File: src/rtl/bsr_regs.vh
`ifndef BSR_REGS_VH
`define BSR_REGS_VH
// Register offsets (subaddress)
`define BSR_ADDR_BUCK3 8'h18
`define BSR_ADDR_BB 8'h19
// Field positions
`define BSR_PSKIP_BIT 7
`define BSR_RSVD_BIT 6
`define BSR_CODE_MSB 5
// Reset values
`define BSR_BUCK3_RST 8'h98
`define BSR_BB_RST 8'hb2
`define BSR_PSKIP_RST 1'b1
`define BSR_BUCK3_RST_CODE 6'h18
`define BSR_BB_RST_CODE 6'h32
`define BSR_BUCK3_RST_MV 12'd1500
`define BSR_BB_RST_MV 12'd3300
// Power-up values when the default select resistor picks the alternate set
`define BSR_BUCK3_ALT 8'h9d
`define BSR_BB_ALT 8'hb0
// Voltage code map, millivolts
`define BSR_B3_BASE_MV 12'd900
`define BSR_B3_HI_CODE 6'h1a
`define BSR_B3_HI_MV 12'd1550
`define BSR_BB_BASE_MV 12'd1175
`define BSR_BB_HI_CODE 6'h10
`define BSR_BB_HI_MV 12'd1600
`define BSR_BB_LAST_CODE 6'h34
`define BSR_FINE_STEP_MV 12'd25
`define BSR_COARSE_STEP_MV 12'd50
// Monitor blanking time
`define BSR_CLK_MHZ 18'd50
`define BSR_BLANK_TIME_US 18'd5000
`define BSR_BLANK_CYCLES (`BSR_BLANK_TIME_US * `BSR_CLK_MHZ)
`endif

File: src/rtl/bsr_blank_timer.v
`timescale 1ns/1ns
`include "bsr_regs.vh"
module bsr_blank_timer #(
  parameter [17:0] CYCLES = `BSR_BLANK_CYCLES
) (
  // Clock and reset
  input wire clk,
  input wire rst_b,
  // Control
  input wire start,
  // Status
  output reg active_r
);
  reg [17:0] cnt_r;

  // A new write restarts the full interval rather than extending it
  always @(posedge clk or negedge rst_b) begin
    if (!rst_b) begin
      cnt_r <= 18'h0;
      active_r <= 1'b0;
    end else if (start) begin
      cnt_r <= CYCLES;
      active_r <= 1'b1;
    end else if (cnt_r != 18'h0) begin
      cnt_r <= cnt_r - 18'h1;
      active_r <= (cnt_r > 18'h1);
    end else begin
      active_r <= 1'b0;
    end
  end
endmodule

File: src/rtl/bsr_setpoint_regs.v
// Contract
// RULE1: Bit 7 enables pulse skip, resets to one
// RULE2: Enable only permits skipping, not status
// RULE3: Buck3 code maps 0.900V upward, 25/50mV steps
// RULE4: Buck3 codes 1Ah-1Fh continue in 50mV steps
// RULE5: Buck-boost register at 0x19, reset 0xB2
// RULE6: Writes accepted only after password unlock
// RULE7: Write blanks rail monitors for 5 ms
// RULE8: Default select resistor may change power-up value
// RULE9: Host never programs reserved buck-boost codes
// RULE10: Host changes buck-boost code only while off
// RULE11: Buck3 register at 0x18, reset 0x98
// RULE12: Buck-boost code 0h=1.175V to 34h=3.400V
`timescale 1ns/1ns
`include "bsr_regs.vh"
module bsr_setpoint_regs #(
  parameter [17:0] BLANK_CYCLES = `BSR_BLANK_CYCLES
) (
  // Clock and reset
  input wire clk,
  input wire rst_b,
  // Register access port
  input wire [7:0] addr,
  input wire wr_en,
  input wire [7:0] wr_data,
  input wire rd_en,
  output reg [7:0] rd_data_r,
  output reg rd_valid_r,
  output reg wr_refused_r,
  // Password unlock state from the protection logic
  input wire wr_unlocked,
  // Default select strap, sampled once after reset release
  input wire default_select_resistor,
  // Converter controls
  output reg buck3_pulse_skip_en_r,
  output reg [5:0] buck3_voltage_code_r,
  output reg [11:0] buck3_mv_r,
  output reg bb_pulse_skip_en_r,
  output reg [5:0] buck_boost_voltage_code_r,
  output reg [11:0] bb_mv_r,
  output reg bb_code_reserved_r,
  // Monitor blanking
  output wire buck3_monitor_blank_r,
  output wire bb_monitor_blank_r
);
  reg [7:0] buck3_setpoint_r;
  reg [7:0] buck3_setpoint_nxt;
  reg [7:0] buck_boost_setpoint_r;
  reg [7:0] buck_boost_setpoint_nxt;
  reg strap_done_r;
  reg [7:0] rd_data_nxt;
  wire [1:0] sel;
  wire wr_ok;
  wire wr_b3;
  wire wr_bb;
  wire wr_drop;
  wire [1:0] blank_start;
  wire [1:0] blank_act;

  function [11:0] buck3_mv;
    input [5:0] code;
    begin
      if (code < `BSR_B3_HI_CODE)
        buck3_mv = `BSR_B3_BASE_MV + `BSR_FINE_STEP_MV * {6'h0, code}; // RULE3
      else
        buck3_mv = `BSR_B3_HI_MV +
          `BSR_COARSE_STEP_MV * {6'h0, code - `BSR_B3_HI_CODE}; // RULE4
    end
  endfunction

  function [11:0] bb_mv;
    input [5:0] code;
    begin
      if (code < `BSR_BB_HI_CODE)
        bb_mv = `BSR_BB_BASE_MV + `BSR_FINE_STEP_MV * {6'h0, code}; // RULE12
      else
        bb_mv = `BSR_BB_HI_MV +
          `BSR_COARSE_STEP_MV * {6'h0, code - `BSR_BB_HI_CODE}; // RULE12
    end
  endfunction

  // Subaddress decode as a one-hot select, shared by write, refusal and read
  function [1:0] reg_sel;
    input [7:0] a;
    begin
      case (a)
        `BSR_ADDR_BUCK3: reg_sel = 2'b01; // RULE11
        `BSR_ADDR_BB: reg_sel = 2'b10; // RULE5
        default: reg_sel = 2'b00;
      endcase
    end
  endfunction

  // Reserved bit 6 is never stored, so it always reads back as zero
  function [7:0] store_val;
    input [7:0] d;
    begin
      store_val = d;
      store_val[`BSR_RSVD_BIT] = 1'b0;
    end
  endfunction

  assign sel = reg_sel(addr);
  // Locked writes are dropped whole, so a stray bus write cannot move a rail
  assign wr_ok = wr_en && wr_unlocked && strap_done_r; // RULE6
  assign wr_b3 = wr_ok && sel[0]; // RULE11
  assign wr_bb = wr_ok && sel[1]; // RULE5
  assign wr_drop = wr_en && (sel != 2'b00) && !(wr_unlocked && strap_done_r); // RULE6
  // A refused write must not blank the monitors either
  assign blank_start = {wr_bb, wr_b3};

  // Next register values; the strap edge wins over any write in that cycle
  always @* begin
    buck3_setpoint_nxt = buck3_setpoint_r;
    buck_boost_setpoint_nxt = buck_boost_setpoint_r;
    if (!strap_done_r) begin
      if (default_select_resistor) begin
        buck3_setpoint_nxt = `BSR_BUCK3_ALT; // RULE8
        buck_boost_setpoint_nxt = `BSR_BB_ALT; // RULE8
      end
    end else begin
      if (wr_b3) begin
        buck3_setpoint_nxt = store_val(wr_data);
      end
      if (wr_bb) begin
        buck_boost_setpoint_nxt = store_val(wr_data);
      end
    end
  end

  // Register storage; strap caught on the first edge after release
  always @(posedge clk or negedge rst_b) begin
    if (!rst_b) begin
      buck3_setpoint_r <= `BSR_BUCK3_RST; // RULE11 RULE1
      buck_boost_setpoint_r <= `BSR_BB_RST; // RULE5 RULE1
      strap_done_r <= 1'b0;
    end else begin
      buck3_setpoint_r <= buck3_setpoint_nxt;
      buck_boost_setpoint_r <= buck_boost_setpoint_nxt;
      strap_done_r <= 1'b1;
    end
  end

  // Read select; unmapped subaddresses read as zero
  always @* begin
    case (sel)
      2'b01: rd_data_nxt = buck3_setpoint_r;
      2'b10: rd_data_nxt = buck_boost_setpoint_r;
      default: rd_data_nxt = 8'h00;
    endcase
  end

  // Read data holds until the next read so a slow host can still pick it up
  always @(posedge clk or negedge rst_b) begin
    if (!rst_b) begin
      rd_data_r <= 8'h00;
      rd_valid_r <= 1'b0;
    end else begin
      rd_valid_r <= rd_en;
      if (rd_en) begin
        rd_data_r <= rd_data_nxt;
      end
    end
  end

  // A refused write leaves a one-cycle trace so the host can tell it was lost
  always @(posedge clk or negedge rst_b) begin
    if (!rst_b) begin
      wr_refused_r <= 1'b0;
    end else begin
      wr_refused_r <= wr_drop; // RULE6
    end
  end

  // Buck3 controls; the enable bit is a permission, not a mode report
  always @(posedge clk or negedge rst_b) begin
    if (!rst_b) begin
      buck3_pulse_skip_en_r <= `BSR_PSKIP_RST;
      buck3_voltage_code_r <= `BSR_BUCK3_RST_CODE;
      buck3_mv_r <= `BSR_BUCK3_RST_MV;
    end else begin
      buck3_pulse_skip_en_r <= buck3_setpoint_r[`BSR_PSKIP_BIT]; // RULE1 RULE2
      buck3_voltage_code_r <= buck3_setpoint_r[`BSR_CODE_MSB:0];
      buck3_mv_r <= buck3_mv(buck3_setpoint_r[`BSR_CODE_MSB:0]); // RULE3
    end
  end

  // Buck-boost controls; reserved codes are kept as written and only flagged
  always @(posedge clk or negedge rst_b) begin
    if (!rst_b) begin
      bb_pulse_skip_en_r <= `BSR_PSKIP_RST;
      buck_boost_voltage_code_r <= `BSR_BB_RST_CODE;
      bb_mv_r <= `BSR_BB_RST_MV;
      bb_code_reserved_r <= 1'b0;
    end else begin
      bb_pulse_skip_en_r <= buck_boost_setpoint_r[`BSR_PSKIP_BIT]; // RULE1 RULE2
      buck_boost_voltage_code_r <= buck_boost_setpoint_r[`BSR_CODE_MSB:0];
      bb_mv_r <= bb_mv(buck_boost_setpoint_r[`BSR_CODE_MSB:0]); // RULE12
      bb_code_reserved_r <=
        buck_boost_setpoint_r[`BSR_CODE_MSB:0] > `BSR_BB_LAST_CODE; // RULE9
    end
  end

  // One blanking timer per rail, restarted by each accepted write
  genvar gi;
  generate
    for (gi = 0; gi < 2; gi = gi + 1) begin : g_blank
      bsr_blank_timer #(
        .CYCLES(BLANK_CYCLES)
      ) u_timer (
        .clk(clk),
        .rst_b(rst_b),
        .start(blank_start[gi]), // RULE7
        .active_r(blank_act[gi])
      );
    end
  endgenerate

  assign buck3_monitor_blank_r = blank_act[0];
  assign bb_monitor_blank_r = blank_act[1];
endmodule

File: config.mk
export PLATFORM = sky130hd
export DESIGN_NAME = bsr_setpoint_regs
export DESIGN_NICKNAME = d
export VERILOG_FILES = /design/src/rtl/bsr_blank_timer.v /design/src/rtl/bsr_setpoint_regs.v
export VERILOG_INCLUDE_DIRS = /design/src /design/src/rtl
export SDC_FILE = /design/constraint.sdc
export NUM_CORES = 1
export LEC_CHECK = 0
export BUFFER_PORTS_ARGS = -buffer_cell sky130_fd_sc_hd__buf_4
export CAP_MARGIN = 5
export CORE_MARGIN = 2
export CORE_UTILIZATION = 56
export CTS_CLUSTER_DIAMETER = 80
export DETAILED_ROUTE_END_ITERATION = 10
export GPL_TIMING_DRIVEN = 0
export PLACE_DENSITY = 0.8
export SYNTH_ARGS = -nofsm -noshare
export SYNTH_HDL_FRONTEND = slang
export SYNTH_SLANG_ARGS = --single-unit
File: constraint.sdc
create_clock -name clk -period 4.75 [get_ports clk]
set_input_delay 0 -clock clk [delete_from_list [all_inputs] [get_ports clk]]
set_output_delay 0 -clock clk [all_outputs]
set_load 0.02 [all_outputs]
==> run metrics <==
leak pwr=3.79 nW; Final Net Count=approximately 950; final period utilization=0.894; TritonCTS clock tree=done; Ant. Diodes=0; Vert. Die Dim=roughly 120 um; type of element launching the critical path=register; capture endpoint of the worst hold path=g_blank[0].u_timer.cnt_r[14]$_DFFE_PN0P_; arrival time at the worst endpoint=4480 ps; TritonCTS buffer count=9; ys async rst share=1.00; buffer count from post-CTS setup fixing=0; final hold violations=0; clock skew=between 8 and 9 ps; WP data required=4980 ps; worst vdd ir=about 0.14 mV; die boundary width=around 120 um; Worst Max-Slew Pin Slew=roughly 900 ps; minimum clock period=~4200 ps; largest net degree at the start of global routing=a little over 100; wire length per cell=16.1 um; initial antenna violation count=0; effective utilization at floorplan=0.579; Die Footprint=roughly 0.013 mm^2; share of the yosys chip area belonging to registers=0.365; leftover overflow at the end of global routing=0; share of final-layout standard cells stronger than drive strength 1=0.166; Highest Clock Rate=around 240 MHz; placed cell count=between 900 and 1000; first-pass GRT wire length=~27000 um; fillcell total=approximately 950; mean number of vias per cell=between 5 and 6; average instance area after synthesis=9.77 um^2; Most used DFF post-synth=dfrtp_1; status=complete, no violations; final cell count without fillers=about 980; RSZ-0062 raised after global routing=false; worst slew margin relative to its limit=0.411; hold buffer count at cts=11; maximum fanout along the worst path=10; setup violation total in the final timing report=0; register cell area after layout=roughly 0.0026 mm^2; Ys Warns=0; vias in the first global route=between 5000 and 6000; number of flops mapped to enable cells by yosys=0; Worst Reg2Reg Path Length in Cells=13; vias post-DR=between 5000 and 6000; largest cells by area after synthesis=dfrtp_1 (26%), ha_1 (19%), dfstp_2 (10%); overall routing resource usage=0.251; Min-Delay Path Depth=3; Reg2Reg Setup Slack=500 ps; Residual DRC=0; count of nets left with antenna violations after detail routing=0; number of cells produced by synthesis=roughly 720; latest clock arrival within the worst-skew pair=~360 ps; Power Dens Cells=between 200 and 250 mW/mm^2; endpoint of the worst register-to-register path=buck3_mv_r[11]$_DFF_PN0_; largest buffer count on any clock path=2; kind of path behind the tightest hold check=in2reg; flop and latch count out of synthesis=around 100; number of clock sinks=101; area of the mapped netlist=between 0.007 and 0.008 mm^2; root buffer selected by CTS=clkbuf_16; start point of the worst hold path=wr_en; fin. max-slew vios=0; distinct cell type count after synthesis=67; combined area of the multi-input logic cells=0.00413 mm^2; share of Yosys cell area claimed by the top area cell type=0.264; area growth from synthesis to layout=16.1%; routability congestion estimate=0.921; top-level I/O count=73; kind of capture point of the worst setup path=register; Clock Pin Slew Worst Setup and Hold Paths=~70 ps; number of optimization iterations in the first detailed-route pass=8; critical path start-end classification=reg2reg; DRT Wirelength=15800 um; cell taking the most area after synthesis=dfrtp_1; post-detail-place hpwl=about 12000 um; Worst R2R Start=buck3_setpoint_r[1]$_DFFE_PN0P_; Setup Total Neg Slack=0 ps; total number of placement rows=40; standard cell core area=between 0.01 and 0.015 mm^2; number of max-capacitance violations reported=0; count of routing violations after the opening detailed-route iteration=369; total nets after synthesis=855; input/output buffers=70; cells resized by post-CTS repair=0; total number of H-tree levels=3
-- state kept, by name (all words and copies together) (netlist names), 2 cells and up --
register                   flops
buck3_mv_r                    12
buck_boost_voltage_code_r      6
rd_data_r                      7
g_blank.u_timer.cnt_r         36
buck_boost_setpoint_r          7
buck3_voltage_code_r           6
g_blank.u_timer.active_r       2
buck3_setpoint_r               7
bb_mv_r                       12
-- worst max-delay path, stage by stage, from the launching register on --
cell	delay, ps
dfrtp_1	580
inv_1	160
ha_1	280
xor2_1	290
inv_1	120
ha_1	310
ha_1	280
ha_1	300
ha_1	340
o21ai_0	120
or2_2	330
o311ai_0	670
o32a_1	260
o31ai_1	80
-- layer usage --
metal  wire [um]  GRT usage  vias up
li1            -          -     2731
met1        6780      0.308     2730
met2        8020      0.439      161
met3         662     0.0429       35
met4         364     0.0992        0
met5           0          0        -
-- cell usage in the layout, fill, tap and decap left out, types with 8 or more instances in the layout --
cell and n:
nand3_1 8, inv_1 62, a21oi_1 24, ha_1 109
a31oi_1 9, dfstp_2 27, clkbuf_16 9, xnor2_1 25
o21ai_0 24, xor2_1 18, buf_4 70, clkbuf_1 17
or3_1 9, a21o_1 8, o22ai_1 9, o31ai_1 8
nor3_1 13, a211oi_1 13, dfrtp_1 74, nand2_1 50
nand2b_1 10, a311oi_1 9, dlygate4sd3_1 11, o211ai_1 8
and3_1 8, nor2_1 64
-- power by group --
group / switching (mW) / total, mW / internal [mW] / leakage (nW)
combinational: 0.0925 / 0.167 / 0.0748 / 2.49
clock: 0.331 / 0.704 / 0.373 / 0.137
sequential: 0.0484 / 0.950 / 0.901 / 1.16
total: 0.472 / 1.82 / 1.35 / 3.79
-- cells by family (layout without fill, tap and decap cells) --
| logic type | after synthesis | count (layout) | share of synthesized area |
|---|---|---|---|
| DFF | 101 | 101 | 0.365 |
| AOI/OAI and AO/OA | 153 | 153 | 0.149 |
| and+or+nand+nor | 214 | 214 | 0.160 |
| other | 2 | 2 | 0.00107 |
| adders and majority gates | 116 | 116 | 0.215 |
| muxes | 8 | 8 | 0.0116 |
| buffers and inverters | 80 | 177 | 0.0446 |
| xor gates and xnor gates | 43 | 43 | 0.0537 |
-- cell type report --
cell class	instances	share of cell area
multi-input cells	536	0.508
clock buffers	12	0.0303
clock inverters	4	0.00384
well taps	168	0.0258
repair buffers	81	0.0786
flip-flops and latches	101	0.315
inverters	62	0.0286
plain buffers	18	0.00984
-- stage by stage --
| stage | hold WS (ps) | worst slack, ps | util | instance area [um^2] | total power [mW] |
|---|---|---|---|---|---|
| floorplan | -296 | 1100 | - | 7010 | 1.05 |
| global placement | 132 | 659 | 0.639 | 7740 | 1.11 |
| detailed placement | 135 | 530 | 0.639 | 7740 | 1.12 |
| CTS | 38.6 | 509 | 0.671 | 8130 | 1.83 |
| global route | 67.3 | 82.0 | 0.672 | 8140 | 1.90 |
| finish | 45.6 | 501 | 0.672 | 8140 | 1.82 |
-- cell usage after synthesis (4+ instances only) --
cell / count
ha_1: 109
dfrtp_1: 74
nor2_1: 64
inv_1: 62
nand2_1: 50
dfstp_2: 27
xnor2_1: 25
a21oi_1: 24
o21ai_0: 24
xor2_1: 18
clkbuf_1: 15
a211oi_1: 13
nor3_1: 13
nand2b_1: 10
a311oi_1: 9
a31oi_1: 9
o22ai_1: 9
or3_1: 9
a21o_1: 8
and3_1: 8
nand3_1: 8
o211ai_1: 8
o31ai_1: 8
a22oi_1: 7
fa_1: 7
mux2i_1: 7
nand4_1: 7
nor2b_1: 7
nor3b_1: 7
or2_2: 6
a2111oi_0: 5
nor4_1: 5
and4_1: 4
o21bai_1: 4
-- how the worst max path moves through the flow --
stage	start	endpoint	slack (ps)
5_1_grt	buck3_setpoint_r[1]$_DFFE_PN0P_	buck3_mv_r[11]$_DFF_PN0_	80
2_1_floorplan	buck3_setpoint_r[1]$_DFFE_PN0P_	buck3_mv_r[11]$_DFF_PN0_	1100
6_report	buck3_setpoint_r[1]$_DFFE_PN0P_	buck3_mv_r[11]$_DFF_PN0_	500
3_3_place_gp	buck3_setpoint_r[1]$_DFFE_PN0P_	buck3_mv_r[11]$_DFF_PN0_	660
3_5_place_dp	buck3_setpoint_r[1]$_DFFE_PN0P_	buck3_mv_r[11]$_DFF_PN0_	530
4_1_cts	buck3_setpoint_r[1]$_DFFE_PN0P_	buck3_mv_r[11]$_DFF_PN0_	510
Power figures use the tool's default switching activity.
